===== src/abi_regs.svh =====
`ifndef ABI_REGS_SVH
`define ABI_REGS_SVH
// register byte offsets on the avalon slave
`define ABI_OFF_BRK_ADDR   8'h00
`define ABI_OFF_BRK_CTRL   8'h04
`define ABI_OFF_IRQ_STAT   8'h08
`define ABI_OFF_IRQ_MASK   8'h0C
`define ABI_OFF_CPU_CC     8'h10
// break control field positions
`define ABI_BIT_BIE        0
`define ABI_BIT_CMF        1
`define ABI_BIT_ADVMODE    2
// irq status/mask bit positions
`define ABI_IRQ_BRK        0
`define ABI_IRQ_NMI        1
`define ABI_IRQ_EXT        2
`define ABI_IRQ_INT        3
// condition code field positions
`define ABI_CC_GMASK       7
`define ABI_CC_UMASK       6
// timing counts in states
`define ABI_PRIO_EXT_ST    3
`define ABI_PRIO_INT_ST    2
`define ABI_MASK_DELAY_ST  2
`define ABI_INTERNAL_ST    1
// reset values
`define ABI_RST_CC         8'h80
`define ABI_RST_ADVMODE    1'b1
`endif


===== src/abi_pkg.sv =====
package abi_pkg;
    // acceptance sequencer states
    typedef enum logic [2:0] {
        ABI_IDLE,
        ABI_PRIO,
        ABI_WAIT_END,
        ABI_INT_ACC,
        ABI_STACK,
        ABI_VECT,
        ABI_INT_VEC
    } abi_state_t;
    // request source encoding, highest priority first
    typedef enum logic [1:0] {
        ABI_SRC_NMI,
        ABI_SRC_BRK,
        ABI_SRC_EXT,
        ABI_SRC_INT
    } abi_src_t;
endpackage


===== src/abi_delay.sv =====
`timescale 1ns/10ps
// ******************************************************************
// delay line used to make mask changes take effect late
// ******************************************************************
module abi_delay #(
    parameter int W     = 2,
    parameter int DEPTH = 2
) (
    // clock and reset
    input  wire logic         clk_sys,
    input  wire logic         rstn,
    // data
    input  wire logic [W-1:0] din,
    output logic      [W-1:0] dout
);
    logic [W-1:0] stage_r [DEPTH];

    // shift register, reset to all ones (fully masked)
    always_ff @(posedge clk_sys) begin
        if (!rstn) begin
            for (int i = 0; i < DEPTH; i++) stage_r[i] <= '1;
        end else begin
            stage_r[0] <= din;
            for (int i = 1; i < DEPTH; i++) stage_r[i] <= stage_r[i-1];
        end
    end

    assign dout = stage_r[DEPTH-1];
endmodule // abi_delay


===== src/abi_core.sv =====
// Design decisions made here: the Avalon-MM slave port and the register offsets.
`timescale 1ns/10ps
`include "abi_regs.svh"

// Summary of operation
// - compare prefetch address A23..A1 with break
// - break request only while enable is one
// - match sets flag and requests interrupt
// - break request ignores global and user masks
// - exception starts after current instruction completes
// - normal mode skips bits A23..A16
// - priority takes three external, two internal
// - two internal states: after accept, vector
// - late clear acts after instruction ends
// - higher priority wins over late-disabled one
// - condition code instruction blocks all interrupts
// - new mask acts two states later
// - byte block move blocks all interrupts
// - word block move breaks between transfers
// - acceptance sets global mask bit
module abi_core (
    // clock and reset
    input  wire logic                 clk_sys,
    input  wire logic                 rstn,
    // avalon-mm slave
    input  wire logic [7:0]           avs_address,
    input  wire logic                 avs_read,
    input  wire logic                 avs_write,
    input  wire logic [31:0]          avs_writedata,
    output logic      [31:0]          avs_readdata,
    output logic                      avs_waitrequest,
    // cpu prefetch and instruction status
    input  wire logic                 pf_valid,
    input  wire logic [23:0]          pf_addr,
    input  wire logic                 instr_end,
    input  wire logic                 cc_instr_end,
    input  wire logic [7:0]           cc_instr_value,
    input  wire logic                 move_byte_busy,
    input  wire logic                 move_word_gap,
    input  wire logic [23:0]          next_instr_addr,
    // other interrupt sources
    input  wire logic                 nmi_req,
    input  wire logic                 ext_req,
    input  wire logic                 int_req,
    // exception sequencer handshake
    output logic                      exc_start,
    output abi_pkg::abi_src_t         exc_src,
    output logic      [23:0]          exc_ret_addr,
    output logic                      exc_ret_next,
    output logic                      vect_fetch,
    output logic                      brk_req,
    output logic      [7:0]           cpu_condition_code,
    output logic                      irq
);
    import abi_pkg::*;

    // ************************************************************
    // registers
    // ************************************************************
    logic [23:1] break_address_r;
    logic        break_irq_enable_r;
    logic        break_match_flag_r;
    logic        adv_mode_r;
    logic [3:0]  irq_stat_r;
    logic [3:0]  irq_mask_r;
    logic [7:0]  cc_r;
    logic        ack_r;
    logic        wr_ok;
    logic        rd_ok;
    logic        match;
    logic        global_mask_bit;
    logic        user_mask_bit;
    logic [1:0]  mask_eff;
    logic        block_r;
    logic        ext_pend;
    logic        int_pend;
    logic        req_any;
    logic        gap_ok;
    abi_state_t  state_r;
    abi_state_t  state_nxt;
    abi_src_t    src_r;
    abi_src_t    src_nxt;
    logic [1:0]  cnt_r;
    logic [3:0]  ev;
    logic        prio_last;
    logic        accept_ok;

    assign global_mask_bit = cc_r[`ABI_CC_GMASK];
    assign user_mask_bit   = cc_r[`ABI_CC_UMASK];
    assign cpu_condition_code = cc_r;

    // ************************************************************
    // avalon slave: one wait cycle per access
    // ************************************************************
    assign avs_waitrequest = (avs_read | avs_write) & ~ack_r;
    assign wr_ok = avs_write & ack_r;
    assign rd_ok = avs_read & ~ack_r;

    // acknowledge toggles so every access takes two cycles
    always_ff @(posedge clk_sys) begin
        if (!rstn) ack_r <= 1'b0;
        else       ack_r <= (avs_read | avs_write) & ~ack_r;
    end

    // read data mux, unmapped reads as zero
    always_ff @(posedge clk_sys) begin
        if (!rstn) begin
            avs_readdata <= 32'h0000_0000;
        end else if (rd_ok) begin
            if (avs_address == `ABI_OFF_BRK_ADDR) begin
                avs_readdata <= {8'h00, break_address_r, 1'b0};
            end else if (avs_address == `ABI_OFF_BRK_CTRL) begin
                avs_readdata <= {29'h0, adv_mode_r, break_match_flag_r,
                                 break_irq_enable_r};
            end else if (avs_address == `ABI_OFF_IRQ_STAT) begin
                avs_readdata <= {28'h0, irq_stat_r};
            end else if (avs_address == `ABI_OFF_IRQ_MASK) begin
                avs_readdata <= {28'h0, irq_mask_r};
            end else if (avs_address == `ABI_OFF_CPU_CC) begin
                avs_readdata <= {24'h0, cc_r};
            end else begin
                avs_readdata <= 32'h0000_0000;
            end
        end
    end

    // ************************************************************
    // break address and control registers
    // ************************************************************
    // break address and control writes
    always_ff @(posedge clk_sys) begin
        if (!rstn) begin
            break_address_r    <= 23'h0;
            break_irq_enable_r <= 1'b0;
            adv_mode_r         <= `ABI_RST_ADVMODE;
        end else if (wr_ok) begin
            if (avs_address == `ABI_OFF_BRK_ADDR) begin
                break_address_r <= avs_writedata[23:1];
            end else if (avs_address == `ABI_OFF_BRK_CTRL) begin
                break_irq_enable_r <= avs_writedata[`ABI_BIT_BIE];
                adv_mode_r         <= avs_writedata[`ABI_BIT_ADVMODE];
            end
        end
    end

    // ************************************************************
    // address comparator
    // ************************************************************
    always_comb begin
        match = 1'b0;
        if (pf_valid && break_irq_enable_r) begin
            if (adv_mode_r) match = (pf_addr[23:1] == break_address_r);
            else match = (pf_addr[15:1] == break_address_r[15:1]);
        end
    end

    // ************************************************************
    // break match flag and request
    // ************************************************************
    // match flag: set wins over software clear by writing zero
    always_ff @(posedge clk_sys) begin
        if (!rstn) begin
            break_match_flag_r <= 1'b0;
        end else if (match) begin
            break_match_flag_r <= 1'b1;
        end else if (wr_ok && avs_address == `ABI_OFF_BRK_CTRL
                     && !avs_writedata[`ABI_BIT_CMF]) begin
            break_match_flag_r <= 1'b0;
        end
    end

    assign brk_req = break_match_flag_r & break_irq_enable_r;

    // ************************************************************
    // sticky status, write one to clear, and a plain written mask
    // ************************************************************
    // per-source events: a break match and each accepted nmi, external or internal source
    always_comb begin
        ev = 4'h0;
        ev[`ABI_IRQ_BRK] = match;
        if (state_r == ABI_INT_ACC) begin
            if (src_r == ABI_SRC_NMI) ev[`ABI_IRQ_NMI] = 1'b1;
            if (src_r == ABI_SRC_EXT) ev[`ABI_IRQ_EXT] = 1'b1;
            if (src_r == ABI_SRC_INT) ev[`ABI_IRQ_INT] = 1'b1;
        end
    end

    // status bits: a new event wins over a write-one clear
    always_ff @(posedge clk_sys) begin
        if (!rstn) begin
            irq_stat_r <= 4'h0;
        end else if (wr_ok && avs_address == `ABI_OFF_IRQ_STAT) begin
            irq_stat_r <= (irq_stat_r & ~avs_writedata[3:0]) | ev;
        end else begin
            irq_stat_r <= irq_stat_r | ev;
        end
    end

    // mask register, same layout as the status
    always_ff @(posedge clk_sys) begin
        if (!rstn) begin
            irq_mask_r <= 4'h0;
        end else if (wr_ok && avs_address == `ABI_OFF_IRQ_MASK) begin
            irq_mask_r <= avs_writedata[3:0];
        end
    end

    assign irq = |(irq_stat_r & irq_mask_r);

    // ************************************************************
    // condition code: cpu loads, acceptance sets global mask
    // ************************************************************
    always_ff @(posedge clk_sys) begin
        if (!rstn) begin
            cc_r <= `ABI_RST_CC;
        end else if (state_r == ABI_STACK) begin
            cc_r[`ABI_CC_GMASK] <= 1'b1;
        end else if (cc_instr_end) begin
            cc_r <= cc_instr_value;
        end else if (wr_ok && avs_address == `ABI_OFF_CPU_CC) begin
            cc_r <= avs_writedata[7:0];
        end
    end

    // ************************************************************
    // mask delay and post-instruction guard
    // ************************************************************
    // masks seen by acceptance lag by two states
    abi_delay #(
        .W     (2),
        .DEPTH (`ABI_MASK_DELAY_ST)
    ) u_mask_dly (
        .clk_sys (clk_sys),
        .rstn    (rstn),
        .din     ({global_mask_bit, user_mask_bit}),
        .dout    (mask_eff)
    );

    // one instruction guard after a condition code instruction
    always_ff @(posedge clk_sys) begin
        if (!rstn)             block_r <= 1'b0;
        else if (cc_instr_end) block_r <= 1'b1;
        else if (instr_end)    block_r <= 1'b0;
    end

    // ************************************************************
    // acceptance sequencer
    // ************************************************************
    assign ext_pend = ext_req & ~mask_eff[1];
    assign int_pend = int_req & ~(mask_eff[1] & mask_eff[0]);
    assign req_any  = nmi_req | brk_req | ext_pend | int_pend;
    assign gap_ok   = move_word_gap & ~move_byte_busy;
    // a condition code instruction end is never an acceptance point
    assign accept_ok = ((instr_end && !move_byte_busy) || gap_ok)
                       && !block_r && !cc_instr_end;
    // two priority states for internal sources, three otherwise
    assign prio_last = (src_r == ABI_SRC_INT || src_r == ABI_SRC_BRK)
                       ? (cnt_r == 2'(`ABI_PRIO_INT_ST - 1))
                       : (cnt_r == 2'(`ABI_PRIO_EXT_ST - 1));

    // priority select, highest pending wins
    always_comb begin
        src_nxt = src_r;
        if (nmi_req)       src_nxt = ABI_SRC_NMI;
        else if (brk_req)  src_nxt = ABI_SRC_BRK;
        else if (ext_pend) src_nxt = ABI_SRC_EXT;
        else if (int_pend) src_nxt = ABI_SRC_INT;
    end

    // next state
    always_comb begin
        state_nxt = state_r;
        case (state_r)
            ABI_IDLE: begin
                if (req_any) state_nxt = ABI_PRIO;
            end
            ABI_PRIO: begin
                if (!req_any)       state_nxt = ABI_IDLE;
                else if (prio_last) state_nxt = ABI_WAIT_END;
            end
            ABI_WAIT_END: begin
                // a request withdrawn now is still taken at the end
                if (accept_ok) state_nxt = ABI_INT_ACC;
            end
            ABI_INT_ACC:  state_nxt = ABI_STACK;
            ABI_STACK:    state_nxt = ABI_VECT;
            ABI_VECT:     state_nxt = ABI_INT_VEC;
            ABI_INT_VEC:  state_nxt = ABI_IDLE;
            default:      state_nxt = ABI_IDLE;
        endcase
    end

    // sequencer state
    always_ff @(posedge clk_sys) begin
        if (!rstn) state_r <= ABI_IDLE;
        else       state_r <= state_nxt;
    end

    // priority state counter, counts in the priority states, cleared one cycle after leaving them
    always_ff @(posedge clk_sys) begin
        if (!rstn)                    cnt_r <= 2'h0;
        else if (state_r == ABI_PRIO) cnt_r <= cnt_r + 2'h1;
        else                          cnt_r <= 2'h0;
    end

    // source follows the priority select until acceptance, then holds
    always_ff @(posedge clk_sys) begin
        if (!rstn) begin
            src_r <= ABI_SRC_NMI;
        end else if (state_r == ABI_IDLE || state_r == ABI_PRIO
                     || state_r == ABI_WAIT_END) begin
            src_r <= src_nxt;
        end
    end

    // ************************************************************
    // exception handshake outputs
    // ************************************************************
    // acceptance and vector fetch strobes
    always_ff @(posedge clk_sys) begin
        if (!rstn) begin
            exc_start  <= 1'b0;
            vect_fetch <= 1'b0;
        end else begin
            exc_start  <= (state_nxt == ABI_INT_ACC);
            vect_fetch <= (state_nxt == ABI_VECT);
        end
    end

    // source and return address captured at acceptance
    always_ff @(posedge clk_sys) begin
        if (!rstn) begin
            exc_src      <= ABI_SRC_NMI;
            exc_ret_addr <= 24'h0;
            exc_ret_next <= 1'b0;
        end else begin
            if (state_r == ABI_WAIT_END && state_nxt == ABI_INT_ACC) begin
                exc_src      <= src_nxt;
                exc_ret_addr <= next_instr_addr;
                exc_ret_next <= gap_ok;
            end
        end
    end
endmodule // abi_core


===== config.mk =====
export PLATFORM = sky130hd
export DESIGN_NAME = abi_core
export DESIGN_NICKNAME = d
export VERILOG_FILES = /design/src/abi_pkg.sv /design/src/abi_delay.sv /design/src/abi_core.sv
export VERILOG_INCLUDE_DIRS = /design/src
export SDC_FILE = /design/constraint.sdc
export NUM_CORES = 1
export LEC_CHECK = 0
export BUFFER_PORTS_ARGS = -buffer_cell sky130_fd_sc_hd__buf_2
export CORE_UTILIZATION = 40
export DETAILED_ROUTE_END_ITERATION = 10
export PLACE_DENSITY = 0.69
export SETUP_SLACK_MARGIN = 0.3
export SYNTH_ARGS = -nofsm -noshare
export SYNTH_HDL_FRONTEND = slang
export SYNTH_SLANG_ARGS = --single-unit

===== constraint.sdc =====
create_clock -name clk_sys -period 1.6 [get_ports clk_sys]
set_input_delay 0.08 -clock clk_sys [delete_from_list [all_inputs] [get_ports clk_sys]]
set_output_delay 0.08 -clock clk_sys [all_outputs]
set_load 0.005 [all_outputs]

==> flow_metrics.tcl <==
set metrics [dict create \
    cp_slowest_cell "dfxtp_2" \
    syn_area_per_cell_um2 8.60 \
    p_leak_nw 3.44 \
    dieArea_um2 12700 \
    fillers 931 \
    ys_seq_area_frac 0.442 \
    maxCapViolations 0 \
    fin_setup_tns_ns 0 \
    start_util 0.409 \
    clockRootBuffer "clkbuf_16" \
    post-place-cells 865 \
    vias 4898 \
    antenna_found_initial 0 \
    grt_pass1_wl_mm 22.4 \
    area_growth_pct 55.5 \
    netlist_instances 569 \
    synth-edff-count 0 \
    dr.pass1.iters 5 \
    cp.required_ns 1.86 \
    path_class "flip-flop to flip-flop" \
    yosysUniqueCellTypes 48 \
    layout_min_cycle_time_ns 1.51 \
    drv_slew 0 \
    clock_sinks 108 \
    die_width_um 113 \
    grt_pass1_vias 4649 \
    grt_max_degree 46 \
    cp-end-kind "flip-flop" \
    dieHeight_um 113 \
    critical_path.startpoint_type "flip-flop" \
    crit_chain "nor4b_4 -> o211a_4 -> buf_12 -> clkbuf_16 -> nand2_4 -> a21boi_1" \
    status "complete, no violations" \
    core_um2 12000 \
    cpPeakStageDelay_ns 0.34 \
    clockPowerShare 0.415 \
    synthFlopType "dfxtp_1" \
    regArea_um2 2180 \
    layout.nets 909 \
    combPwrFrac 0.113 \
    fin_crit_sh 0.943 \
    hp-class "primary input to flip-flop" \
    fmax_ghz 0.663 \
    seqPwrFrac 0.473 \
    tritoncts "yes" \
    drt-initial-drc-count 240 \
    io_buffers 162 \
    cts_buffers 9 \
    insertion_delay_ns 0.35 \
    place_hpwl_mm 9.33 \
    rows 40 \
    hold_ws_ns 0.0289 \
    dp_slack_ns -0.0695 \
    ir_drop_v 0.000431 \
    wl_mm 15.7 \
    wl_per_cell_um 16.5 \
    async_flop_share 0 \
    critPathMaxFanout 6 \
    antenna_cells 0 \
    synth-seq-cells 108 \
    p_int_mw 4.46 \
    clock_path_buffers 2 \
    layout_common_cells "buf_2, nand2_1, dfxtp_1" \
    final.setup_skew_ns 0.00503 \
    overflow 0 \
    slew_headroom 0.596 \
    yosysTopAreaCell "dfxtp_1" \
    final_cells 952 \
    vias_per_cell 5.14 \
    antenna_left 0 \
    crit_arrival_ns 1.77 \
    syn-cell-area_um2 4890 \
    swShare 0.231 \
    pin_count 180 \
    gp_congestion 0.892 \
    htree_levels 3 \
    drive_above_1_share 0.439 \
    dpl_cell_area_um2 5950 \
    clk_pin_slew_ns 0.07 \
    tightest_slew_ns 0.602 \
    netlist.area_leader.share 0.442 \
    multi_input_area_um2 3050 \
    finalWorstSetupSlack_ns 0.0919 \
    final_common_cell "buf_2" \
    setup_viol 0 \
    grt.total_usage 0.226 \
    p_sw_mw 1.34 \
    synth_area_leaders "dfxtp_1, nand2_1, a21boi_0, a21boi_2, xor2_1" \
    final_cell_area_um2 7600 \
    ys_warn_count 0 \
    p_per_area_nw_per_um2 763 \
    rsz0062_at_grt "true" \
    timing_hold_violations_final 0 \
    route.detailed.drc 0 \
]
[Yosys cell counts (2+ instances only)]
library cell	n
a211oi_1	3
a21boi_0	39
a21boi_2	20
a21oi_1	26
a22oi_1	4
a31oi_1	2
and2_1	4
and3_1	3
buf_1	2
buf_2	6
buf_4	10
buf_6	2
clkbuf_1	21
dfxtp_1	108
inv_1	4
mux2_2	4
mux2i_1	18
nand2_1	163
nand2b_1	10
nand3_1	5
nand3b_1	5
nor2_1	13
nor2b_1	17
nor3_1	3
nor3b_1	4
nor4_1	10
o211a_1	8
o211ai_1	2
o21a_1	3
o21ai_0	9
o22ai_1	2
xor2_1	23
[power by group through the flow]
stage          Combinational (mW)  Clock, mW  Sequential [mW]
2_1_floorplan               0.238          0             2.80
3_3_place_gp                0.461          0             2.80
3_5_place_dp                0.469          0             2.81
4_1_cts                     0.585       2.44             2.74
5_1_grt                     0.693       2.57             2.75
6_report                    0.653       2.41             2.74
[through the flow]
step / utilization / power [mW]
CTS: 0.588 / 5.77
finish: 0.636 / 5.80
global route: 0.636 / 6.01
detailed placement: 0.498 / 3.27
floorplan: - / 3.04
global placement: 0.498 / 3.27
[cells by family (layout without fill, tap and decap cells)]
family / count (synthesis) / in the layout / synth area share
other cells: 1 / 8 / 0.000767
mux: 22 / 22 / 0.0460
compound gates: 123 / 123 / 0.190
flops: 108 / 108 / 0.442
buf+inv: 45 / 274 / 0.0468
simple gates: 246 / 246 / 0.231
xor+xnor: 24 / 24 / 0.0430
[what timing repair did]
action,in CTS,in global routing
hold endpoints to repair,45,0
cloned,5,4
setup buffers,12,6
pin swaps,21,69
gates resized for setup,40,124
setup endpoints to repair,90,75
hold buffers,45,0
[worst max-delay path: cells and delay by family (launching register included)]
kind,cells,cell delay [ns]
buffers and inverters,2,0.29
DFF,1,0.34
AOI/OAI and AO/OA,2,0.46
and+or+nand+nor,2,0.33
[worst paths after layout]
check,slack (ns),start,endpoint,depth (start not counted)
max,0.09,block_r,exc_ret_addr[19],6
max reg2reg,0.09,block_r,exc_ret_addr[19],6
min,0.03,avs_writedata[2],break_address_r[2],3
min reg2reg,0.42,u_mask_dly.stage_r[0][0],u_mask_dly.stage_r[0][2],1
[layout make-up]
cell class,count,share of cell area
multi-input cells,423,0.401
flip-flops and latches,108,0.286
repair buffers,255,0.245
clock buffers,11,0.0319
well taps,147,0.0242
clock inverters,4,0.00971
inverters,4,0.00197
[state kept, by name, summed over array words and instances (netlist names), 2 cells and up]
signal and flops:
u_mask_dly.stage_r 4, state_r 3, avs_readdata 24, src_r 2, exc_ret_addr 24, exc_src 2
irq_mask_r 4, break_address_r 23, cpu_condition_code 8, irq_stat_r 4, cnt_r 2
[layer usage]
| layer | vias to the layer above | share of wire | global-route usage |
|---|---|---|---|
| li1 | 2366 | - | - |
| met1 | 2318 | 0.41 | 0.271 |
| met2 | 178 | 0.51 | 0.398 |
| met3 | 36 | 0.049 | 0.0383 |
| met4 | 0 | 0.028 | 0.0987 |
| met5 | - | 0 | 0 |
Note: power is estimated with default switching activity, not from simulation.
